## config.mk

```make
export PLATFORM = sky130hd
export DESIGN_NAME = fsd_top
export DESIGN_NICKNAME = d
export VERILOG_FILES = /design/src/rtl/fsd_top.v /design/src/rtl/fsd_tach_meas.v /design/src/rtl/fsd_pwm_gen.v
export VERILOG_INCLUDE_DIRS = /design/src /design/src/rtl
export SDC_FILE = /design/constraint.sdc
export NUM_CORES = 1
export LEC_CHECK = 0
export BUFFER_PORTS_ARGS = -buffer_cell sky130_fd_sc_hd__buf_2
export CORE_AREA = 2 2 195 197
export CTS_BUF_LIST = sky130_fd_sc_hd__clkbuf_2
export CTS_CLUSTER_SIZE = 20
export DETAILED_ROUTE_END_ITERATION = 6
export DIE_AREA = 0 0 197 199
export HOLD_SLACK_MARGIN = 0.1
export PLACE_DENSITY = 0.73
export SLEW_MARGIN = 20
export SYNTH_ARGS = -nofsm -noshare
export SYNTH_HDL_FRONTEND = slang
export SYNTH_SLANG_ARGS = --single-unit
```

## constraint.sdc

```tcl
create_clock -name clock_i -period 33.4 [get_ports clock_i]
set_input_delay 0 -clock clock_i [delete_from_list [all_inputs] [get_ports clock_i]]
set_output_delay 0 -clock clock_i [all_outputs]
set_load 0.05 [all_outputs]
```

## src/rtl/fsd_consts.vh

```
// Purpose: shared constants for the fan speed measure and drive block
// Assumes: register indices; byte address is four times the index
// Notes: timing counts derive from the 50 MHz system clock
`ifndef FSD_CONSTS_VH
`define FSD_CONSTS_VH
`define FSD_IDX_CFG6 8'h10
`define FSD_IDX_TACH0 8'h28
`define FSD_IDX_DUTY0 8'h30
`define FSD_IDX_MAXD 8'h38
`define FSD_IDX_CTRL 8'h40
`define FSD_IDX_ACOUST 8'h62
`define FSD_IDX_PPR 8'h7B
`define FSD_IDX_CFG4 8'h7D
`define FSD_BIT_SYNC 4
`define FSD_BIT_OVR 3
`define FSD_BIT_THMAX 3
`define FSD_BIT_THDIS 2
`define FSD_BIT_MAN 0
`define FSD_BIT_HF 1
`define FSD_BIT_FAST 2
`define FSD_LFSEL_LSB 4
`define FSD_RST_PPR 8'h55
`define FSD_RST_ZERO 8'h00
`define FSD_FULL_DUTY 8'hFF
`define FSD_TACH_STALL 16'hFFFF
`define FSD_CLK_HZ 50000000
`define FSD_REF_HZ 90000
`define FSD_REF_DIV (`FSD_CLK_HZ / `FSD_REF_HZ)
`define FSD_UPD_MS 1000
`define FSD_FAST_MS 250
`define FSD_UPD_CYC (`FSD_CLK_HZ / 1000 * `FSD_UPD_MS)
`define FSD_FAST_CYC (`FSD_CLK_HZ / 1000 * `FSD_FAST_MS)
`define FSD_RESP_OKAY 2'b00
`define FSD_RESP_SLVERR 2'b10
`define FSD_RESP_DECERR 2'b11
`endif

```

## src/rtl/fsd_top.v

```verilog
// Purpose: fan speed measurement and drive coordination
// Assumes: AXI4-Lite slave, one clock, low-active thermal pin
// Notes: registers are 8 bits except the 16-bit speed readings
//
// The implementer's own choice: the AXI4-Lite interface to the registers.
`include "fsd_consts.vh"

// Functional notes
// - manual mode: thermal forces only with override
// - thermal level: full duty or programmed maximum
// - thermal disable bit blocks thermal forcing
// - low frequency choices plus one high
// - four sense inputs, three drive outputs
// - default: sense tied to own drive, four to three
// - grouping bit ties sense two-four to three
// - high frequency mode needs no synchronisation
// - count 90 kHz reference over N periods
// - N per fan from two-bit field
// - codes 00..11 mean one to four
// - stall or too slow reads all ones
// - refresh each second, or 250 ms fast
module fsd_top
#(
	parameter UPD_CYC = `FSD_UPD_CYC,
	parameter FAST_CYC = `FSD_FAST_CYC,
	parameter HF_DIV = 9,
	parameter LF_DIV = 20
)
(
	// clock and reset
	input wire clock_i,
	input wire rst_i,
	// axi write address
	input wire s_axi_awvalid_i,
	output wire s_axi_awready_o,
	input wire [9:0] s_axi_awaddr_i,
	input wire [2:0] s_axi_awprot_i,
	// axi write data
	input wire s_axi_wvalid_i,
	output wire s_axi_wready_o,
	input wire [31:0] s_axi_wdata_i,
	input wire [3:0] s_axi_wstrb_i,
	// axi write response
	output reg s_axi_bvalid_o,
	input wire s_axi_bready_i,
	output reg [1:0] s_axi_bresp_o,
	// axi read address
	input wire s_axi_arvalid_i,
	output wire s_axi_arready_o,
	input wire [9:0] s_axi_araddr_i,
	input wire [2:0] s_axi_arprot_i,
	// axi read data
	output reg s_axi_rvalid_o,
	input wire s_axi_rready_i,
	output reg [31:0] s_axi_rdata_o,
	output reg [1:0] s_axi_rresp_o,
	// fan pins
	input wire thermal_event_line_n_i,
	input wire speed_sense_one_i,
	input wire speed_sense_two_i,
	input wire speed_sense_three_i,
	input wire speed_sense_four_i,
	output wire fan_drive_one_o,
	output wire fan_drive_two_o,
	output wire fan_drive_three_o
);
	localparam integer REF_DIV = `FSD_REF_DIV;
	localparam [25:0] UPD_LIM = UPD_CYC[25:0] - 26'h0000001;
	localparam [25:0] FAST_LIM = FAST_CYC[25:0] - 26'h0000001;
	localparam [9:0] REF_LIM = REF_DIV[9:0] - 10'h001;

	reg [4:0] pin_s1_reg;
	reg [4:0] pin_s2_reg;
	reg [7:0] acoust_reg;
	reg [7:0] ppr_reg;
	reg [7:0] cfg4_reg;
	reg [7:0] cfg6_reg;
	reg [7:0] ctrl_reg;
	reg [7:0] maxd_reg;
	reg [7:0] duty_reg [0:2];
	reg aw_ok_reg;
	reg w_ok_reg;
	reg [7:0] aw_idx_reg;
	reg [7:0] wdata_reg;
	reg wlane_reg;
	reg [9:0] ref_cnt_reg;
	reg ref_tick_reg;
	reg [25:0] upd_cnt_reg;
	reg upd_tick_reg;
	reg [31:0] rd_word;
	wire [15:0] tach_cnt [0:3];
	wire [2:0] drive;
	wire [3:0] gate;
	wire [3:0] sense;
	wire thermal_event_line_on;
	wire force_on;
	wire [7:0] force_duty;
	wire [7:0] ar_idx;
	wire hf_mode;
	integer i;

	// writable control registers
	function wr_map;
		input [7:0] idx;
		begin
			wr_map = (idx == `FSD_IDX_ACOUST) || (idx == `FSD_IDX_PPR) ||
				(idx == `FSD_IDX_CFG4) || (idx == `FSD_IDX_CFG6) ||
				(idx == `FSD_IDX_CTRL) || (idx == `FSD_IDX_MAXD) ||
				(idx >= `FSD_IDX_DUTY0 && idx <= `FSD_IDX_DUTY0 + 8'h02);
		end
	endfunction

	// read-only speed readings at even indices
	function tach_map;
		input [7:0] idx;
		begin
			tach_map = ((idx >> 3) == (`FSD_IDX_TACH0 >> 3)) && !idx[0];
		end
	endfunction

	// pins are asynchronous to the clock
	always @(posedge clock_i or posedge rst_i)
	begin
		if (rst_i)
		begin
			pin_s1_reg <= 5'h1F;
			pin_s2_reg <= 5'h1F;
		end
		else
		begin
			pin_s1_reg <= {thermal_event_line_n_i, speed_sense_four_i,
				speed_sense_three_i, speed_sense_two_i, speed_sense_one_i};
			pin_s2_reg <= pin_s1_reg;
		end
	end

	assign sense = pin_s2_reg[3:0];
	assign thermal_event_line_on = ~pin_s2_reg[4];
	assign hf_mode = ctrl_reg[`FSD_BIT_HF];

	// write channel: address and data accepted in either order
	assign s_axi_awready_o = !aw_ok_reg && !s_axi_bvalid_o;
	assign s_axi_wready_o = !w_ok_reg && !s_axi_bvalid_o;

	always @(posedge clock_i or posedge rst_i)
	begin
		if (rst_i)
		begin
			aw_ok_reg <= 1'b0;
			w_ok_reg <= 1'b0;
			aw_idx_reg <= 8'h00;
			wdata_reg <= 8'h00;
			wlane_reg <= 1'b0;
			s_axi_bvalid_o <= 1'b0;
			s_axi_bresp_o <= `FSD_RESP_OKAY;
			acoust_reg <= `FSD_RST_ZERO;
			ppr_reg <= `FSD_RST_PPR;
			cfg4_reg <= `FSD_RST_ZERO;
			cfg6_reg <= `FSD_RST_ZERO;
			ctrl_reg <= `FSD_RST_ZERO;
			maxd_reg <= `FSD_FULL_DUTY;
			for (i = 0; i < 3; i = i + 1)
				duty_reg[i] <= `FSD_RST_ZERO;
		end
		else
		begin
			if (s_axi_awvalid_i && s_axi_awready_o)
			begin
				aw_ok_reg <= 1'b1;
				aw_idx_reg <= s_axi_awaddr_i[9:2];
			end
			if (s_axi_wvalid_i && s_axi_wready_o)
			begin
				w_ok_reg <= 1'b1;
				wdata_reg <= s_axi_wdata_i[7:0];
				wlane_reg <= s_axi_wstrb_i[0];
			end
			if (aw_ok_reg && w_ok_reg)
			begin
				aw_ok_reg <= 1'b0;
				w_ok_reg <= 1'b0;
				s_axi_bvalid_o <= 1'b1;
				s_axi_bresp_o <= wr_map(aw_idx_reg) ? `FSD_RESP_OKAY :
					`FSD_RESP_SLVERR;
				if (wlane_reg)
				begin
					case (aw_idx_reg)
					`FSD_IDX_ACOUST: acoust_reg <= wdata_reg;
					`FSD_IDX_PPR: ppr_reg <= wdata_reg;
					`FSD_IDX_CFG4: cfg4_reg <= wdata_reg;
					`FSD_IDX_CFG6: cfg6_reg <= wdata_reg;
					`FSD_IDX_CTRL: ctrl_reg <= wdata_reg;
					`FSD_IDX_MAXD: maxd_reg <= wdata_reg;
					`FSD_IDX_DUTY0: duty_reg[0] <= wdata_reg;
					`FSD_IDX_DUTY0 + 8'h01: duty_reg[1] <= wdata_reg;
					`FSD_IDX_DUTY0 + 8'h02: duty_reg[2] <= wdata_reg;
					default: ctrl_reg <= ctrl_reg;
					endcase
				end
			end
			else if (s_axi_bvalid_o && s_axi_bready_i)
				s_axi_bvalid_o <= 1'b0;
		end
	end

	// read mux
	assign ar_idx = s_axi_araddr_i[9:2];
	assign s_axi_arready_o = !s_axi_rvalid_o;

	always @*
	begin
		rd_word = 32'h00000000;
		case (ar_idx)
		`FSD_IDX_ACOUST: rd_word[7:0] = acoust_reg;
		`FSD_IDX_PPR: rd_word[7:0] = ppr_reg;
		`FSD_IDX_CFG4: rd_word[7:0] = cfg4_reg;
		`FSD_IDX_CFG6: rd_word[7:0] = cfg6_reg;
		`FSD_IDX_CTRL: rd_word[7:0] = ctrl_reg;
		`FSD_IDX_MAXD: rd_word[7:0] = maxd_reg;
		`FSD_IDX_DUTY0: rd_word[7:0] = duty_reg[0];
		`FSD_IDX_DUTY0 + 8'h01: rd_word[7:0] = duty_reg[1];
		`FSD_IDX_DUTY0 + 8'h02: rd_word[7:0] = duty_reg[2];
		default:
		begin
			if (tach_map(ar_idx))
				rd_word[15:0] = tach_cnt[ar_idx[2:1]];
		end
		endcase
	end

	always @(posedge clock_i or posedge rst_i)
	begin
		if (rst_i)
		begin
			s_axi_rvalid_o <= 1'b0;
			s_axi_rdata_o <= 32'h00000000;
			s_axi_rresp_o <= `FSD_RESP_OKAY;
		end
		else if (s_axi_arvalid_i && s_axi_arready_o)
		begin
			s_axi_rvalid_o <= 1'b1;
			s_axi_rdata_o <= rd_word;
			s_axi_rresp_o <= (wr_map(ar_idx) || tach_map(ar_idx)) ?
				`FSD_RESP_OKAY : `FSD_RESP_DECERR;
		end
		else if (s_axi_rready_i)
			s_axi_rvalid_o <= 1'b0;
	end

	// reference and refresh pulses
	always @(posedge clock_i or posedge rst_i)
	begin
		if (rst_i)
		begin
			ref_cnt_reg <= 10'h000;
			ref_tick_reg <= 1'b0;
			upd_cnt_reg <= 26'h0000000;
			upd_tick_reg <= 1'b0;
		end
		else
		begin
			ref_tick_reg <= (ref_cnt_reg == REF_LIM);
			if (ref_cnt_reg == REF_LIM)
				ref_cnt_reg <= 10'h000;
			else
				ref_cnt_reg <= ref_cnt_reg + 10'h001;
			if (upd_cnt_reg >= (ctrl_reg[`FSD_BIT_FAST] ? FAST_LIM : UPD_LIM))
			begin
				upd_cnt_reg <= 26'h0000000;
				upd_tick_reg <= 1'b1;
			end
			else
			begin
				upd_cnt_reg <= upd_cnt_reg + 26'h0000001;
				upd_tick_reg <= 1'b0;
			end
		end
	end

	// manual mode needs the override bit
	assign force_on = thermal_event_line_on && !cfg4_reg[`FSD_BIT_THDIS] &&
		(!ctrl_reg[`FSD_BIT_MAN] || cfg6_reg[`FSD_BIT_OVR]);
	assign force_duty = cfg4_reg[`FSD_BIT_THMAX] ? maxd_reg :
		`FSD_FULL_DUTY;

	// three drives for four sense inputs
	genvar g;
	generate
		for (g = 0; g < 3; g = g + 1)
		begin : gen_drv
			fsd_pwm_gen
			#(
				.HF_DIV(HF_DIV),
				.LF_DIV(LF_DIV)
			)
			u_pwm
			(
				.clock_i(clock_i),
				.rst_i(rst_i),
				.hf_i(hf_mode),
				.lfsel_i(ctrl_reg[`FSD_LFSEL_LSB +: 3]),
				.duty_i(force_on ? force_duty : duty_reg[g]),
				.drive_o(drive[g])
			);
		end
	endgenerate

	assign fan_drive_one_o = drive[0];
	assign fan_drive_two_o = drive[1];
	assign fan_drive_three_o = drive[2];

	// own drive; three and four on third
	// grouping moves sense two to third drive
	assign gate[0] = hf_mode | drive[0];
	assign gate[1] = hf_mode |
		(acoust_reg[`FSD_BIT_SYNC] ? drive[2] : drive[1]);
	assign gate[2] = hf_mode | drive[2];
	assign gate[3] = hf_mode | drive[2];

	generate
		for (g = 0; g < 4; g = g + 1)
		begin : gen_tach
			fsd_tach_meas u_meas
			(
				.clock_i(clock_i),
				.rst_i(rst_i),
				.ref_tick_i(ref_tick_reg),
				.upd_tick_i(upd_tick_reg),
				.sense_i(sense[g]),
				.gate_i(gate[g]),
				.ppr_i(ppr_reg[2 * g +: 2]),
				.count_o(tach_cnt[g])
			);
		end
	endgenerate
endmodule // fsd_top

```

## src/rtl/fsd_tach_meas.v

```verilog
// Purpose: period measurement of one speed-sense input
// Assumes: sense_i already synchronised; ticks are one-cycle pulses
// Notes: count is in reference periods over N sense periods
module fsd_tach_meas
(
	// clock and reset
	input wire clock_i,
	input wire rst_i,
	// timing pulses
	input wire ref_tick_i,
	input wire upd_tick_i,
	// sense and setup
	input wire sense_i,
	input wire gate_i,
	input wire [1:0] ppr_i,
	// result
	output reg [15:0] count_o
);
	localparam ST_IDLE = 2'd0;
	localparam ST_WAIT = 2'd1;
	localparam ST_COUNT = 2'd2;

	reg [1:0] state_reg;
	reg prev_reg;
	reg [15:0] cnt_reg;
	reg [1:0] edge_reg;
	wire rise;

	// edges seen while gate_i is low are ignored on purpose
	assign rise = sense_i & ~prev_reg & gate_i;

	always @(posedge clock_i or posedge rst_i)
	begin
		if (rst_i)
		begin
			state_reg <= ST_IDLE;
			// idle level of a pulled-up line, no false edge
			prev_reg <= 1'b1;
			cnt_reg <= 16'h0000;
			edge_reg <= 2'b00;
			count_o <= 16'h0000;
		end
		else
		begin
			prev_reg <= sense_i;
			if (upd_tick_i)
			begin
				if (state_reg != ST_IDLE)
					count_o <= `FSD_TACH_STALL;
				state_reg <= ST_WAIT;
			end
			else
			begin
				case (state_reg)
				ST_WAIT:
				begin
					if (rise)
					begin
						cnt_reg <= 16'h0000;
						edge_reg <= 2'b00;
						state_reg <= ST_COUNT;
					end
				end
				ST_COUNT:
				begin
					if (ref_tick_i && cnt_reg != `FSD_TACH_STALL)
						cnt_reg <= cnt_reg + 16'h0001;
					if (rise)
					begin
						if (edge_reg == ppr_i)
						begin
							count_o <= cnt_reg;
							state_reg <= ST_IDLE;
						end
						else
							edge_reg <= edge_reg + 2'b01;
					end
				end
				ST_IDLE:
					state_reg <= ST_IDLE;
				default:
					state_reg <= ST_IDLE;
				endcase
			end
		end
	end
endmodule // fsd_tach_meas

```

## src/rtl/fsd_pwm_gen.v

```verilog
// Purpose: one fan drive output with selectable frequency
// Assumes: duty_i is already resolved against thermal overrides
// Notes: full duty drives a steady high level
module fsd_pwm_gen
#(
	parameter HF_DIV = 9,
	parameter LF_DIV = 20
)
(
	// clock and reset
	input wire clock_i,
	input wire rst_i,
	// setup
	input wire hf_i,
	input wire [2:0] lfsel_i,
	input wire [7:0] duty_i,
	// drive
	output reg drive_o
);
	reg [15:0] pre_reg;
	reg [7:0] phase_reg;
	wire [15:0] limit;
	wire step;

	// several low rates, one high rate
	assign limit = hf_i ? (HF_DIV[15:0] - 16'h0001) :
		((LF_DIV[15:0] << lfsel_i) - 16'h0001);
	assign step = (pre_reg >= limit);

	always @(posedge clock_i or posedge rst_i)
	begin
		if (rst_i)
		begin
			pre_reg <= 16'h0000;
			phase_reg <= 8'h00;
			drive_o <= 1'b0;
		end
		else
		begin
			if (step)
			begin
				pre_reg <= 16'h0000;
				phase_reg <= phase_reg + 8'h01;
			end
			else
				pre_reg <= pre_reg + 16'h0001;
			drive_o <= (duty_i == `FSD_FULL_DUTY) | (phase_reg < duty_i);
		end
	end
endmodule // fsd_pwm_gen

```

==> metrics.md <==
| Metric | Value |
|---|---|
| Std cell rows | `71` |
| Combinational group share of total power | `0.201` |
| Wire length of the first global-routing pass | `81.4 mm` |
| Crit-path max cell delay | `0.62 ns` |
| Crit-path slowest cell | `sky130_fd_sc_hd__dfrtp_1` |
| Clock share of power | `0.288` |
| Clock network latency to the later pin of the worst-skew pair | `1.05 ns` |
| Quantity of I/O buffers inserted on ports | `63` |
| Maximum clock skew at final layout | `0.0740 ns` |
| Terminus of the critical flop-to-flop path | `gen_drv[0].u_pwm.pre_reg[6]$_DFF_PP0_` |
| Post-route insts no fill | `2773` |
| Synth top cells by count | `sky130_fd_sc_hd__dfrtp_1, sky130_fd_sc_hd__nor2_1, sky130_fd_sc_hd__nand2_1` |
| Worst endpoint required time | `34.31 ns` |
| Pin count of the biggest net entering global routing | `178` |
| RSZ-0062 raised after global routing | `no` |
| Outcome | `completed` |
| Period utilization | `0.101` |
| Proportion of layout cells with a drive suffix above 1 | `0.173` |
| Total I/O pin count | `118` |
| Cell Pwr Density | `49.5 nW/um^2` |
| Kind of start point of the critical path | `flip-flop` |
| Hold Path Stages | `3` |
| H-Tree Depth | `3` |
| Worst-path cell chain | `nor2b_1 -> nand3_1 -> ha_1 -> nand4_1 -> or4_1 -> o211ai_1 -> buf_4 -> nor2_1` |
| Max-capacitance violation count | `0` |
| Layout fillers | `3068` |
| Clock tree from TritonCTS | `done` |
| WL/cell | `17.7 um` |
| Clock transition at path regs | `0.09 ns` |
| Final TNS setup | `0 ns` |
| Top cell family by delay on the critical path | `simple AND/OR/NAND/NOR gates` |
| Initial antenna violation count | `2` |
| Synthesis-to-finish area growth | `12.7%` |
| Most frequently used flop master after synthesis | `sky130_fd_sc_hd__dfrtp_1` |
| Maximum fanout along the worst path | `16` |
| VDD IR max | `0.0000275 V` |
| DRC violations left | `0` |
| Number of sinks on the clock net | `382` |
| Number of flops mapped to enable cells by yosys | `0` |
| Number of buffers and inverters on the critical path | `1` |
| Worst-case headroom to the max-slew limit | `0.318` |
| Highest attainable clock frequency | `295 MHz` |
| WHS Endpoint | `pin_s1_reg[4]$_DFF_PP1_` |
| Post-detailed-route via-to-cell ratio | `5.85` |
| Shortest period the worst path allows | `3.38 ns` |
| Via count of the first global-routing pass | `16200` |
| Combined area of all synthesized cells | `20200 sq um` |
| Relative contribution of sequential cells to total power | `0.511` |
| Cell total after placement | `2482` |
| Number of buffers inserted by post-CTS setup repair | `0` |
| GRT Residual Overflow | `0` |
| Number of slew-limit violations in the final report | `0` |
| Share of the synthesized area in the top cell type | `0.441` |
| Height of the die | `199 um` |
| Final-report hold violation count | `0` |
| Classification of the worst setup path | `flip-flop to flip-flop` |
| WP data arrival | `4.29 ns` |
| Gpl congestion | `0.942` |
| Worst min path class | `input pin to flip-flop` |
| Proportion of total power due to net switching | `0.352` |
| Worst reg2reg startpoint | `ctrl_reg[1]$_DFFE_PP0P_` |
| Overall die width | `197 um` |
| Drt initial violations | `1076` |
| Die Outline Area | `39200 sq um` |
| Most common cell in the synthesized netlist | `sky130_fd_sc_hd__dfrtp_1` |
| Total leakage power | `10.6 nW` |
| Max Buffers Root-to-Sink | `3` |
| Vias post-DR | `16200` |
| Starting utilization of the core area | `0.544` |
| Number of buffers created by CTS | `101` |
| Synthesized flop and latch total | `382` |
| Setup-failing EPs final | `0` |
| Worst Reg2Reg Path Length in Cells | `8` |
| Internal Dissipation | `0.731 mW` |
| Endpoint kind of the worst setup timing path | `flip-flop` |
| Floorplan Core Area | `37100 sq um` |
| GR Util All Layers | `0.259` |
| Part of the Yosys area used for sequential elements | `0.475` |
| Post-detailed-placement half-perimeter wirelength | `32.3 mm` |
| Share of synthesized flip-flops with an asynchronous set or reset | `1.00` |
| Total Wirelength | `49.0 mm` |
| Min-Delay Startpoint | `thermal_event_line_n_i` |
| Leading area contributor after synthesis | `sky130_fd_sc_hd__dfrtp_1` |
| Mean area per synthesized cell | `10.0 sq um` |
| Number of nets in the finished design | `2386` |
| Instance count of the mapped netlist | `2014` |
| Cell at the root of the clock tree | `sky130_fd_sc_hd__clkbuf_2` |
| TritonRoute pass-1 iters | `5` |
| Worst slew pin tran | `1.02 ns` |
| Ys Warns | `0` |
| Reg-to-reg slack, setup | `30.02 ns` |
| Top cells by area, synth | `sky130_fd_sc_hd__dfrtp_1, sky130_fd_sc_hd__ha_1, sky130_fd_sc_hd__mux2_2` |
| Residual antenna-violating net count after detailed routing | `0` |
| Count of unique library cells instantiated by Yosys | `75` |
| Switching power summed over all nets | `0.397 mW` |
## power groups by stage
| stage | clock (mW) | combinational (mW) | sequential [mW] |
|---|---|---|---|
| global placement | 0 | 0.190 | 0.579 |
| finish | 0.325 | 0.227 | 0.576 |
| detailed placement | 0 | 0.198 | 0.582 |
| floorplan | 0 | 0.170 | 0.552 |
| CTS | 0.334 | 0.223 | 0.573 |
| global route | 0.359 | 0.258 | 0.582 |
## worst max-delay path by stage
stage	startpoint	to	slack, ns	depth (start not counted)
detailed placement	ctrl_reg[1]$_DFFE_PP0P_	gen_drv[0].u_pwm.pre_reg[12]$_DFF_PP0_	30.06	8
finish	ctrl_reg[1]$_DFFE_PP0P_	gen_drv[0].u_pwm.pre_reg[6]$_DFF_PP0_	30.02	8
CTS	ctrl_reg[1]$_DFFE_PP0P_	gen_drv[0].u_pwm.pre_reg[14]$_DFF_PP0_	30.02	8
global route	ctrl_reg[1]$_DFFE_PP0P_	gen_drv[0].u_pwm.pre_reg[10]$_DFF_PP0_	29.84	8
global placement	ctrl_reg[1]$_DFFE_PP0P_	gen_drv[0].u_pwm.pre_reg[14]$_DFF_PP0_	30.15	8
floorplan	rst_i	acoust_reg[0]$_DFFE_PP0P_	22.83	1
## metal layers
metal | share of wire | up-vias | global-route usage
li1 | - | 7644 | -
met4 | 0.035 | 0 | 0.110
met5 | 0 | - | 0
met2 | 0.47 | 515 | 0.419
met1 | 0.43 | 7945 | 0.340
met3 | 0.060 | 128 | 0.0522
## final cells by class
class	instances	area, sq um	area share
antenna	3	7.51	0.000330
clock buffer	149	746	0.0327
clock inverter	40	171	0.00753
inverter	48	188	0.00824
multi-input combinational	1501	10100	0.441
sequential	382	9590	0.421
tap	474	593	0.0260
timing repair buffer	176	1420	0.0625
## repair_timing
action / in CTS / in global routing
resized for setup: 0 / 0
hold buffers: 99 / 0
endpoints found under the hold margin: 399 / 0
## per-stage QoR
| step | setup slack, ns | hold WS, ns | util | cell area [sq um] | total power [mW] |
|---|---|---|---|---|---|
| after floorplan | 22.83 | 0.00448 | - | 20300 | 0.722 |
| after CTS | 30.02 | 0.111 | 0.613 | 22800 | 1.13 |
| after global placement | 30.15 | 0.107 | 0.561 | 20800 | 0.769 |
| after detailed placement | 30.06 | 0.106 | 0.561 | 20800 | 0.780 |
| after global routing | 29.84 | 0.107 | 0.613 | 22800 | 1.20 |
| final | 30.02 | 0.206 | 0.613 | 22800 | 1.13 |
## cell usage in the layout, fill, tap and decap left out, types with 28 or more instances in the layout
cell                            instances
sky130_fd_sc_hd__nor2_1               212
sky130_fd_sc_hd__dfrtp_1              356
sky130_fd_sc_hd__nand4_1               51
sky130_fd_sc_hd__nand2_1              189
sky130_fd_sc_hd__ha_1                 102
sky130_fd_sc_hd__nand3_1               87
sky130_fd_sc_hd__mux2_2                94
sky130_fd_sc_hd__inv_1                 46
sky130_fd_sc_hd__clkinv_1              28
sky130_fd_sc_hd__a21oi_1               88
sky130_fd_sc_hd__o21ai_0              123
sky130_fd_sc_hd__dlygate4sd3_1         99
sky130_fd_sc_hd__o22ai_1               33
sky130_fd_sc_hd__buf_2                 63
sky130_fd_sc_hd__clkbuf_2             149
sky130_fd_sc_hd__conb_1                29
sky130_fd_sc_hd__xnor2_1               47
sky130_fd_sc_hd__xor2_1                66
## kinds of logic (layout without fill, tap and decap cells)
family / after synthesis / count (layout) / synth area share
mux: 133 / 133 / 0.0817
flops: 382 / 382 / 0.475
xor+xnor: 113 / 113 / 0.0490
simple gates: 737 / 737 / 0.178
other cells: 2 / 32 / 0.000372
compound gates: 386 / 386 / 0.119
buf+inv: 158 / 413 / 0.0341
fa+ha+maj: 103 / 103 / 0.0637
## worst reg2reg max path, delay by kind of cell, from the launching register on
family,cells,cell delay (ns)
buffers and inverters,1,0.35
AO/OA/AOI/OAI,1,0.62
adder cells (fa/ha/maj),1,0.39
flip-flops,1,0.62
AND/OR/NAND/NOR,5,1.30
No activity file was read; power rests on OpenSTA's default activity.
